`config.mk`:
```
export PLATFORM = sky130hd
export DESIGN_NAME = urx_receiver
export DESIGN_NICKNAME = d
export VERILOG_FILES = /design/src/design/urx_receiver.v
export VERILOG_INCLUDE_DIRS = /design/src /design/src/common
export SDC_FILE = /design/constraint.sdc
export NUM_CORES = 1
export LEC_CHECK = 0
export ABC_AREA = 1
export BUFFER_PORTS_ARGS = -buffer_cell sky130_fd_sc_hd__buf_2
export CAP_MARGIN = 15
export CORE_UTILIZATION = 64
export DETAILED_ROUTE_END_ITERATION = 10
export MAX_ROUTING_LAYER = met4
export PLACE_DENSITY = 0.93
export SLEW_MARGIN = 30
export SYNTH_ARGS = -nofsm -noshare
export SYNTH_HDL_FRONTEND = slang
export SYNTH_SLANG_ARGS = --single-unit
```
`constraint.sdc`:
```
create_clock -name i_mclk -period 3.4 [get_ports i_mclk]
set_input_delay 0.34 -clock i_mclk [delete_from_list [all_inputs] [get_ports i_mclk]]
set_output_delay 0.34 -clock i_mclk [all_outputs]
set_load 0.1 [all_outputs]
```
`src/common/urx_map.vh`:
```
// Register offsets, field positions and timing constants for the UART receiver.
// Assumes a plain strobe-based register port with word-wide data.
`ifndef URX_MAP_VH
`define URX_MAP_VH

`define URX_ADDR_W        4
`define URX_DATA_W        16

// Register offsets
`define URX_OFF_CTRL      4'h0
`define URX_OFF_STATUS    4'h1
`define URX_OFF_DATA      4'h2
`define URX_OFF_BAUD      4'h3

// Control field positions
`define URX_CTL_UART_EN   0
`define URX_CTL_RX_EN     1
`define URX_CTL_NINE      2
`define URX_CTL_PAR_EN    3
`define URX_CTL_PAR_ODD   4
`define URX_CTL_STOP2     5
`define URX_CTL_RIE       6

// Status field positions
`define URX_ST_AVAIL      0
`define URX_ST_OVERRUN    1
`define URX_ST_NOISE      2
`define URX_ST_FRAME      3
`define URX_ST_PARITY     4
`define URX_ST_IDLE       5
`define URX_ST_NINTH      6

`define URX_CTRL_RST      7'h00
`define URX_BAUD_RST      8'h00

// Oversampling
`define URX_OVS           5'd16
`define URX_MID_A         4'h6
`define URX_MID_B         4'h7
`define URX_MID_C         4'h8
`define URX_LAST_TICK     4'hf

`endif

```
`src/design/urx_receiver.v`:
```
// UART receiver: 16x oversampled recovery, two-entry FIFO, status flags.
// Assumes a baud divider on the system clock and a plain register port.
`timescale 1ns/1ps
`include "urx_map.vh"

module urx_receiver #(
   parameter DIV_W = 8
) (
   input  wire                    i_mclk,
   input  wire                    i_arst_n,
   input  wire [`URX_ADDR_W-1:0]  i_addr,
   input  wire [`URX_DATA_W-1:0]  i_wdata,
   input  wire                    i_wr,
   input  wire                    i_rd,
   output reg  [`URX_DATA_W-1:0]  o_rdata,
   input  wire                    i_rx,
   output wire                    o_rx_claim,
   output reg                     o_irq
);

   localparam ST_HUNT  = 2'd0;
   localparam ST_START = 2'd1;
   localparam ST_DATA  = 2'd2;
   localparam ST_STOP  = 2'd3;

   reg  [6:0]        ctrl_reg;
   reg  [DIV_W-1:0]  baud_divider_reg;
   reg  [DIV_W-1:0]  div_cnt_reg;
   reg               tick_reg;
   reg               rx_s1_reg;
   reg               rx_s2_reg;
   reg               rx_prev_reg;
   reg  [1:0]        state_reg;
   reg  [3:0]        ph_reg;
   reg  [3:0]        bit_cnt_reg;
   reg  [2:0]        smp_reg;
   reg  [8:0]        receive_shift_register;
   reg               noise_frame_reg;
   reg               framing_error_flag_frame_reg;
   reg               stop_second_reg;
   reg               wait_high_reg;
   reg               idle_reg;
   reg  [11:0]       fifo_mem [0:1];
   reg               fifo_rp_reg;
   reg               fifo_wp_reg;
   reg  [1:0]        fifo_cnt_reg;
   reg               overrun_reg;
   reg               status_seen_reg;

   wire uart_enable             = ctrl_reg[`URX_CTL_UART_EN];
   wire receiver_enable         = ctrl_reg[`URX_CTL_RX_EN];
   wire nine_bit_select         = ctrl_reg[`URX_CTL_NINE];
   wire parity_enable           = ctrl_reg[`URX_CTL_PAR_EN];
   wire parity_odd_even_select  = ctrl_reg[`URX_CTL_PAR_ODD];
   wire stop_count_select       = ctrl_reg[`URX_CTL_STOP2];
   wire receive_interrupt_enable = ctrl_reg[`URX_CTL_RIE];
   wire active = uart_enable & receiver_enable;

   wire wr_ctrl   = i_wr && (i_addr == `URX_OFF_CTRL);
   wire wr_baud   = i_wr && (i_addr == `URX_OFF_BAUD);
   wire rd_status = i_rd && (i_addr == `URX_OFF_STATUS);
   wire rd_data   = i_rd && (i_addr == `URX_OFF_DATA);

   // Total data bits incl. parity, 8 or 9 by the nine-bit select
   wire [3:0] nbits = 4'h8 + {3'h0, nine_bit_select};
   wire       majority = (smp_reg[0] & smp_reg[1]) | (smp_reg[0] & smp_reg[2]) |
                         (smp_reg[1] & smp_reg[2]);
   wire       noisy = ~(smp_reg[0] == smp_reg[1] && smp_reg[1] == smp_reg[2]);
   wire       at_end = tick_reg && (ph_reg == `URX_LAST_TICK);

   // Frame-done controls
   reg        push;
   reg        frame_done;
   reg [8:0]  word_aligned;
   reg        par_bit;
   reg        par_err;
   integer    k;

   // Baud tick divider: one tick per 16th of a bit
   always @(posedge i_mclk or negedge i_arst_n) begin
      if (!i_arst_n) begin
         div_cnt_reg <= {DIV_W{1'b0}};
         tick_reg    <= 1'b0;
      end else if (!active || div_cnt_reg == baud_divider_reg) begin
         div_cnt_reg <= {DIV_W{1'b0}};
         tick_reg    <= active;
      end else begin
         div_cnt_reg <= div_cnt_reg + {{(DIV_W-1){1'b0}}, 1'b1};
         tick_reg    <= 1'b0;
      end
   end

   // Pin synchroniser
   always @(posedge i_mclk or negedge i_arst_n) begin
      if (!i_arst_n) begin
         rx_s1_reg   <= 1'b1;
         rx_s2_reg   <= 1'b1;
         rx_prev_reg <= 1'b1;
      end else begin
         rx_s1_reg <= i_rx;
         rx_s2_reg <= rx_s1_reg;
         if (tick_reg)
            rx_prev_reg <= rx_s2_reg;
      end
   end

   assign o_rx_claim = active;

   // Word at frame end: the shifter fills from the top, so align right
   always @* begin
      word_aligned = receive_shift_register;
      if (!nine_bit_select)
         word_aligned = {1'b0, receive_shift_register[8:1]};
      par_bit = 1'b0;
      for (k = 0; k < 9; k = k + 1)
         if (k < nbits)
            par_bit = par_bit ^ word_aligned[k];
      par_err = parity_enable & (par_bit ^ parity_odd_even_select);
   end

   always @* begin
      frame_done = 1'b0;
      // Gated by active so a frame cannot finish in the cycle after a disable
      if (active && state_reg == ST_STOP && tick_reg && ph_reg == `URX_MID_C + 4'h1)
         frame_done = !stop_count_select || stop_second_reg;
      push = frame_done && (fifo_cnt_reg != 2'd2);
   end

   // Receive state machine
   always @(posedge i_mclk or negedge i_arst_n) begin
      if (!i_arst_n) begin
         state_reg              <= ST_HUNT;
         ph_reg                 <= 4'h0;
         bit_cnt_reg            <= 4'h0;
         smp_reg                <= 3'h7;
         receive_shift_register <= 9'h000;
         noise_frame_reg        <= 1'b0;
         framing_error_flag_frame_reg         <= 1'b0;
         stop_second_reg        <= 1'b0;
         wait_high_reg          <= 1'b0;
         idle_reg               <= 1'b1;
      end else if (!active) begin
         state_reg       <= ST_HUNT;
         wait_high_reg   <= 1'b0;
         idle_reg        <= 1'b1;
      end else if (tick_reg) begin
         ph_reg <= ph_reg + 4'h1;
         if (ph_reg == `URX_MID_A || ph_reg == `URX_MID_B || ph_reg == `URX_MID_C)
            smp_reg <= {smp_reg[1:0], rx_s2_reg};
         case (state_reg)
         ST_HUNT: begin
            ph_reg <= 4'h0;
            if (wait_high_reg) begin
               if (rx_s2_reg)
                  wait_high_reg <= 1'b0;
            end else if (rx_prev_reg && !rx_s2_reg) begin
               state_reg       <= ST_START;
               ph_reg          <= 4'h1;
               idle_reg        <= 1'b0;
               noise_frame_reg <= 1'b0;
               framing_error_flag_frame_reg  <= 1'b0;
               stop_second_reg <= 1'b0;
            end
         end
         ST_START: begin
            if (ph_reg == `URX_MID_C + 4'h1) begin
               if (majority) begin
                  state_reg <= ST_HUNT; // False start
                  idle_reg  <= 1'b1;
               end else if (noisy) begin
                  noise_frame_reg <= 1'b1;
               end
            end
            if (ph_reg == `URX_LAST_TICK) begin
               state_reg   <= ST_DATA;
               bit_cnt_reg <= 4'h0;
            end
         end
         ST_DATA: begin
            if (ph_reg == `URX_MID_C + 4'h1) begin
               receive_shift_register <= {majority, receive_shift_register[8:1]};
               if (noisy)
                  noise_frame_reg <= 1'b1;
               bit_cnt_reg <= bit_cnt_reg + 4'h1;
            end
            if (ph_reg == `URX_LAST_TICK && bit_cnt_reg == nbits)
               state_reg <= ST_STOP;
         end
         default: begin
            if (ph_reg == `URX_MID_C + 4'h1) begin
               if (!majority)
                  framing_error_flag_frame_reg <= 1'b1;
               if (noisy)
                  noise_frame_reg <= 1'b1;
               if (frame_done) begin
                  state_reg     <= ST_HUNT;
                  idle_reg      <= 1'b1;
                  wait_high_reg <= ~majority | framing_error_flag_frame_reg;
               end else begin
                  stop_second_reg <= 1'b1;
               end
            end
         end
         endcase
      end
   end

   // Receive FIFO, entries {par, frame, noise, ninth+data}
   always @(posedge i_mclk or negedge i_arst_n) begin
      if (!i_arst_n) begin
         fifo_rp_reg  <= 1'b0;
         fifo_wp_reg  <= 1'b0;
         fifo_cnt_reg <= 2'd0;
         fifo_mem[0]  <= 12'h000;
         fifo_mem[1]  <= 12'h000;
      end else if (!uart_enable) begin
         fifo_rp_reg  <= 1'b0;
         fifo_wp_reg  <= 1'b0;
         fifo_cnt_reg <= 2'd0;
      end else begin
         if (push) begin
            // Break yields an all-zero word by shifting zeros
            fifo_mem[fifo_wp_reg] <= {par_err, framing_error_flag_frame_reg | ~majority,
                                      noise_frame_reg, word_aligned};
            fifo_wp_reg <= ~fifo_wp_reg;
         end
         if (rd_data && status_seen_reg && fifo_cnt_reg != 2'd0)
            fifo_rp_reg <= ~fifo_rp_reg;
         fifo_cnt_reg <= fifo_cnt_reg + {1'b0, push}
                         - {1'b0, rd_data && status_seen_reg && fifo_cnt_reg != 2'd0};
      end
   end

   // Overrun flag and status-then-data sequence; set wins over clear
   always @(posedge i_mclk or negedge i_arst_n) begin
      if (!i_arst_n) begin
         overrun_reg     <= 1'b0;
         status_seen_reg <= 1'b0;
      end else if (!uart_enable) begin
         overrun_reg     <= 1'b0;
         status_seen_reg <= 1'b0;
      end else begin
         if (rd_status)
            status_seen_reg <= 1'b1;
         else if (rd_data)
            status_seen_reg <= 1'b0;
         if (frame_done && fifo_cnt_reg == 2'd2)
            overrun_reg <= 1'b1;
         else if (rd_data && status_seen_reg)
            overrun_reg <= 1'b0;
      end
   end

   // Interrupt pulse on FIFO load or overrun
   always @(posedge i_mclk or negedge i_arst_n) begin
      if (!i_arst_n)
         o_irq <= 1'b0;
      else
         o_irq <= receive_interrupt_enable & frame_done;
   end

   // Control and baud registers
   always @(posedge i_mclk or negedge i_arst_n) begin
      if (!i_arst_n) begin
         ctrl_reg         <= `URX_CTRL_RST;
         baud_divider_reg <= `URX_BAUD_RST;
      end else begin
         if (wr_ctrl) begin
            ctrl_reg <= i_wdata[6:0];
            if (!i_wdata[`URX_CTL_UART_EN])
               ctrl_reg[`URX_CTL_RX_EN] <= 1'b0;
         end
         if (wr_baud)
            baud_divider_reg <= i_wdata[DIV_W-1:0];
      end
   end

   // Readback; shift register has no address
   wire [11:0] head = fifo_mem[fifo_rp_reg];
   wire        avail = (fifo_cnt_reg != 2'd0);
   always @(posedge i_mclk or negedge i_arst_n) begin
      if (!i_arst_n) begin
         o_rdata <= {`URX_DATA_W{1'b0}};
      end else if (i_rd) begin
         if (i_addr == `URX_OFF_CTRL)
            o_rdata <= {9'h000, ctrl_reg};
         else if (i_addr == `URX_OFF_STATUS)
            o_rdata <= {9'h000, head[8] & avail, idle_reg, head[11] & avail,
                        head[10] & avail, head[9] & avail, overrun_reg, avail};
         else if (i_addr == `URX_OFF_DATA)
            o_rdata <= {8'h00, head[7:0]};
         else if (i_addr == `URX_OFF_BAUD)
            o_rdata <= {{(`URX_DATA_W-DIV_W){1'b0}}, baud_divider_reg};
         else
            o_rdata <= {`URX_DATA_W{1'b0}};
      end else begin
         o_rdata <= {`URX_DATA_W{1'b0}};
      end
   end

endmodule

```
==> impl_metrics.toml, run 1 <==
[final_layout]
areaGrowthSynthToFinish_pct = 6.82
stdcell_count = 747
final_nets = 682
n_fill_cell = 555
final-seq-area_um2 = 2340
insertedDiodeCount = 0
largestRegisters = "fifo_mem: 24 flops, receive_shift_register: 9 flops"
largest_reg_flops = 24
layout-drive-gt1-share_pct = 11.9
multi_input_area_um2 = 2130
largest-register = "fifo_mem"

[routing]
post-route-drc-count = 0
wl_per_cell_um = 13.7
antenna_left = 0
drt_iter0_drc = 377
drtPass1Iterations = 5
drt-total-wl_um = 10200
viasPerCell = 5.59
vias = 4179

[critical_path]
end_kind = "flip-flop"
worstPathRequired_ns = 3.65
cp_max_fo = 20
r2r_slack_ns = 1.05
r2r_end = "fifo_mem[23]"
reg2reg_from = "ph_reg[1]"
r2r_cells = 11
critPathKind = "reg2reg"
cp-start-kind = "flip-flop"
crit_arrival_ns = 2.61

[sta]
setup_viol = 0
timing.hold.ws_ns = -0.0408
tns_ns = 0
period_minus_slack_ns = 2.35
maxSlewHeadroom_pct = 52.1
hold_viol = 15
worst_pin_slew_ns = 0.718
drv_slew = 0
max_freq_ghz = 0.425
period_share_pct = 69.2
rsz0062_at_grt = "no"
final.setup.worst_slack_ns = 1.05
clock_skew_ns = 0.0134

[floorplan]
die_w_um = 90.0
die_y_um = 90.0
rows = 31
core_area_um2 = 7370
ioPinCount = 43
design.die.area_um2 = 8090
initial_core_util_pct = 67.2

[synth]
async_reset_ff_share_pct = 100
synthCells = 618
synth_seq_cells = 93
synthTopCellsByArea = "dfrtp_1 43%, nand2_1 13%, o21ai_0 7.0%"
synth_ff_type = "dfrtp_1"
yosysWarnings = 0
netlist_area_um2 = 4950
seq_area_frac_synth_pct = 47.2
avgSynthCellArea_um2 = 8.01
synth_edf_count = 0
synth_top_area_share_pct = 43.5
yosysTopAreaCell = "dfrtp_1"
synth_cell_types = 41

[placed_design]
place_hpwl_um = 7540
portBuffers = 26
dp.cells = 731
pre_cts_slack_ns = 1.12
gp_congestion = 0.935

[global_route]
gr-total-overflow = 0
grt_antenna_before_repair = 0
gr-usage-all-layers_pct = 28.2
grt_pass1_vias = 3859
grt_pass1_wl_um = 17600
grt_max_degree = 79

[clock_network]
postCtsSetupRepairBufs = 0
postCtsHoldBufs = 0
cts_tree = "built"
cts.path.max_buffers = 2
cts_resized = 0
cts_sinks = 93
clk_pin_slew_ns = 0.10
insertion_delay_ns = 0.37
htreeDepth = 3
cts-root-buf = "clkbuf_8"
cts_buffers = 9

[min_path]
hp-class = "in2async"

[power_and_ir_drop]
cellPowerDensity_nw_per_um2 = 425
ir_drop_mv = 0.274
leakage_nw = 2.71

[run]
drv_cap = 0

[outcome]
status = "complete, but fails checks"
violations = "hold timing"
==> through the flow <==
stage               instance area [um2]  power (mW)  util [%]  hold WS (ns)
CTS                                5290        2.25      71.7        0.0477
detailed placement                 5100        1.58      69.2         0.349
floorplan                          4980        1.49         -        0.0444
global route                       5290        2.34      71.8        0.0170
global placement                   5100        1.57      69.2         0.347
finish                             5290        2.25      71.8       -0.0408
==> placed cells by master, fill, tap and decap left out, types with 2 or more instances in the layout <==
master / count
clkinv_4: 3
nor3b_1: 3
o21ai_1: 3
nand2_1: 173
nand2_4: 3
o22ai_1: 8
clkbuf_8: 9
ha_1: 14
xor2_1: 5
a21oi_1: 16
dfrtp_1: 86
nor2_1: 40
nor2_8: 2
nor4_1: 2
clkinvlp_4: 2
nand4_1: 7
buf_4: 3
nor3_1: 10
nand3_1: 16
o21ai_0: 69
a211oi_1: 6
inv_2: 3
conb_1: 8
inv_1: 87
dfstp_2: 7
o21ai_2: 12
xnor2_1: 4
inv_6: 2
o211ai_1: 7
buf_2: 25
==> layer usage <==
| layer | up-vias | wire length [um] | global-route usage [%] |
|---|---|---|---|
| met5 | - | 0 | - |
| met4 | 0 | 224 | 10.8 |
| met3 | 21 | 741 | 4.15 |
| met2 | 188 | 4890 | 45.2 |
| met1 | 1956 | 4360 | 36.8 |
| li1 | 2014 | - | - |
==> report_power, final <==
group	total, mW	switching (mW)	internal, mW	leakage, nW
sequential	1.22	0.0657	1.16	1.25
clock	0.685	0.411	0.274	0.0864
combinational	0.340	0.250	0.0901	1.38
==> area by class of cell <==
cell class / count / share of cell area [%]
sequential: 93 / 44.2
multi-input combinational: 417 / 40.4
inverter: 93 / 6.67
timing repair buffer: 29 / 3.00
clock buffer: 9 / 2.34
tap: 99 / 2.34
clock inverter: 7 / 1.11
==> worst max-delay path, cell delays in order (launching register included) <==
cell,delay (ns)
dfrtp_1,0.43
inv_1,0.11
ha_1,0.18
nand3_2,0.20
nor2_8,0.17
nand2_4,0.08
clkinv_2,0.07
nand2_4,0.06
nor2_2,0.56
inv_2,0.17
nand2_1,0.12
nand2_1,0.07
==> cells in the mapped netlist, types with 4 or more instances <==
| library cell | number |
|---|---|
| o21ai_2 | 12 |
| nand2_1 | 173 |
| o21ai_0 | 69 |
| clkbuf_1 | 4 |
| inv_1 | 87 |
| o211ai_1 | 7 |
| o22ai_1 | 8 |
| buf_4 | 10 |
| dfstp_2 | 7 |
| nor3_1 | 10 |
| xor2_1 | 5 |
| dfrtp_1 | 86 |
| a211oi_1 | 6 |
| ha_1 | 14 |
| nand4_1 | 7 |
| buf_6 | 4 |
| nand3_1 | 16 |
| xnor2_1 | 4 |
| nor2_1 | 40 |
| a21oi_1 | 16 |
==> cells by family after synthesis <==
kind of cell | Yosys count | share of synthesized area (%)
AND/OR/NAND/NOR | 259 | 22.4
other | 1 | 0.0757
XOR/XNOR | 9 | 1.59
adder cells (fa/ha/maj) | 14 | 3.54
buffers and inverters | 115 | 10.2
AO/OA/AOI/OAI | 127 | 15.0
flip-flops | 93 | 47.2
==> worst max path at each step <==
| stage | startpoint | to | slack, ns | cells after the start |
|---|---|---|---|---|
| final | ph_reg[1] | fifo_mem[23] | 1.05 | 11 |
| after CTS | ph_reg[1] | fifo_mem[23] | 1.07 | 11 |
| after global placement | ph_reg[1] | fifo_mem[19] | 1.23 | 11 |
| after global routing | ph_reg[1] | fifo_mem[23] | 0.87 | 11 |
| after floorplan | ctrl_reg[0] | bit_cnt_reg[3] | 1.21 | 10 |
| after detailed placement | ph_reg[1] | fifo_mem[19] | 1.12 | 11 |
No activity file was read; power rests on OpenSTA's default activity.
==> run 2, diff against run 1 <==
- ABC_AREA: 1 -> 0
- CORE_UTILIZATION: 64 -> 59
- PLACE_DENSITY: 0.93 -> 0.87
- clock period: 3.4 -> 2.22 ns (I/O delays scaled with it)
==> run 2 against run 1 <==
  * The run now ends clean
  * Largest power group unchanged
  * First-iteration DRC count down 39%
  * Critical endpoint is now fifo_cnt_reg[1]
  * Clock skew up 0.010 ns
  * Wire length down 3.7%
  * Power up 51%
  * Area after synthesis down 4.2%
  * Clock-buffer cell count up 1
  * Setup slack worse by 0.97 ns
  * Core utilization down 3.8 points
==> impl_metrics.toml, run 2 <==
[routing]
antenna_left = 0
viasPerCell = 5.93
drtPass1Iterations = 4
drt_iter0_drc = 230
post-route-drc-count = 0
drt-total-wl_um = 9840
wl_per_cell_um = 16.6
vias = 3519

[floorplan]
ioPinCount = 43
rows = 32
design.die.area_um2 = 8400
die_w_um = 91.7
core_area_um2 = 7770
initial_core_util_pct = 61.1
die_y_um = 91.7

[sta]
clock_skew_ns = 0.0233
drv_slew = 0
setup_viol = 0
maxSlewHeadroom_pct = 55.4
max_freq_ghz = 0.467
period_share_pct = 96.4
worst_pin_slew_ns = 0.669
period_minus_slack_ns = 2.14
hold_viol = 0
tns_ns = 0

[global_route]
grt_max_degree = 52
grt_pass1_vias = 3456
gr-usage-all-layers_pct = 26.5
gr-total-overflow = 0
grt_pass1_wl_um = 16700
grt_antenna_before_repair = 0

[final_layout]
layout-drive-gt1-share_pct = 22.4
largest_reg_flops = 24
largestRegisters = "fifo_mem: 24 flops, receive_shift_register: 9 flops"
final_util_pct = 67.9
areaGrowthSynthToFinish_pct = 11.2
largest-register = "fifo_mem"
final_nets = 525
stdcell_count = 593
final_common_cell = "dfrtp_1"
mostFrequentLayoutCells = "86 x dfrtp_1, 38 x nor2_1, 32 x mux2_2"
insertedDiodeCount = 0
design_area_um2 = 5280
n_fill_cell = 561

[synth]
seq_area_frac_synth_pct = 49.2
avgSynthCellArea_um2 = 10.6
yosysMostFrequentCell = "dfrtp_1"
synth_edf_count = 0
synth_seq_cells = 93
synthTopCellsByArea = "dfrtp_1 45%, mux2_2 7.6%, mux2i_1 4.4%"
synthCells = 449
synthTopCellsByCount = "86 x dfrtp_1, 38 x nor2_1, 32 x mux2_2"
netlist_area_um2 = 4740
synth_top_area_share_pct = 45.4
async_reset_ff_share_pct = 100
synth_ff_type = "dfrtp_1"
yosysWarnings = 0
synth_cell_types = 50
yosysTopAreaCell = "dfrtp_1"

[clock_network]
cts_buffers = 9
cts_sinks = 93
cts_tree = "built"
cts.path.max_buffers = 2
htreeDepth = 3
clk_pin_slew_ns = 0.09
cts-root-buf = "clkbuf_8"
insertion_delay_ns = 0.37

[power_and_ir_drop]
leakage_nw = 2.42
ir_drop_mv = 0.393
power_mw = 3.41
cellPowerDensity_nw_per_um2 = 646

[critical_path]
cpMostUsedCell = "ha_1"
path_buf_inv = 2
end_kind = "flip-flop"
slowest_delay_ns = 0.43
cp_top_family = "simple AND/OR/NAND/NOR gates"
crit_arrival_ns = 2.40
slowest_stage = "dfrtp_1"
cp_max_fo = 4
worstPathRequired_ns = 2.48
cp-start-kind = "flip-flop"
critPathKind = "reg2reg"
crit_path_cell_trace = "inv_2 > ha_2 > and3b_2 > and4_4 > nand2_1 > ha_1 > inv_1 > ha_1 > xnor2_1 > and2_1"

[placed_design]
place_hpwl_um = 7070
dp.cells = 573
gp_congestion = 0.844
placed_area_um2 = 5040
portBuffers = 26

[min_path]
hp-class = "in2reg"

[outcome]
status = "complete, no violations"

[run]
drv_cap = 0
[run 2: repair_timing]
action                                 CTS  global route
setup endpoints to repair                1             4
buffers inserted                         0             2
endpoints found under the hold margin   50             0
gates resized for setup                  2             4
cloned                                   0             0
hold buffers                             2             0
pin swaps                                0             1
[run 2: path summary, 6_finish.rpt]
path | slack, ns | cells past startpoint | to | startpoint
setup reg to reg | 0.08 | 10 | fifo_cnt_reg[1] | ph_reg[1]
min in group asynchronous | 0.42 | 2 | fifo_mem[11] | i_arst_n
setup / recovery | 0.08 | 10 | fifo_cnt_reg[1] | ph_reg[1]
hold reg to reg | 0.36 | 0 | rx_s2_reg | rx_s1_reg
hold / removal | 0.1 | 2 | baud_divider_reg[7] | i_wdata[7]
max in group asynchronous | 1.11 | 3 | receive_shift_register[7] | i_arst_n
[run 2: metrics by stage]
| stage | hold WS, ns | setup slack, ns |
|---|---|---|
| floorplan | -0.0736 | 0.164 |
| global placement | 0.286 | 0.145 |
| detailed placement | 0.293 | -0.00149 |
| CTS | 0.0891 | 0.00872 |
| global route | 0.0897 | -0.0301 |
| finish | 0.0959 | 0.0806 |
[run 2: worst register-to-register path, delay by kind of cell, from the launching register on]
family,cells,cell delay [ns]
buffers and inverters,2,0.14
flip-flops,1,0.43
AND/OR/NAND/NOR,4,0.68
adder cells (fa/ha/maj),3,0.66
XOR/XNOR,1,0.13
[run 2: where the power goes]
group	switching [mW]	internal (mW)	leakage (nW)
clock	0.639	0.458	0.0954
sequential	0.0813	1.77	1.25
combinational	0.283	0.175	1.08
total	1.00	2.40	2.42
[run 2: final cells by class]
type	count	area, um2	area share [%]
Tap cell	102	128	2.42
Multi-Input combinational cell	328	2270	43.1
Inverter	7	27.5	0.522
Sequential cell	93	2340	44.3
Clock inverter	6	53.8	1.02
Timing Repair Buffer	47	320	6.07
Clock buffer	10	138	2.61
[run 2: cells by family after synthesis]
group	after synthesis	synth area share, %
mux	54	12.3
xor+xnor	25	5.20
compound gates	87	11.1
fa+ha+maj	14	3.69
flops	93	49.2
simple gates	140	14.7
buf+inv	35	3.64
other cells	1	0.0790
[run 2: metal layers]
layer | track usage (%) | vias up | share of wire [%]
li1 | - | 1646 | -
met1 | 33.0 | 1746 | 43
met4 | 10.6 | 0 | 2.5
met5 | - | - | 0
met3 | 4.64 | 18 | 4.4
met2 | 43.3 | 109 | 50
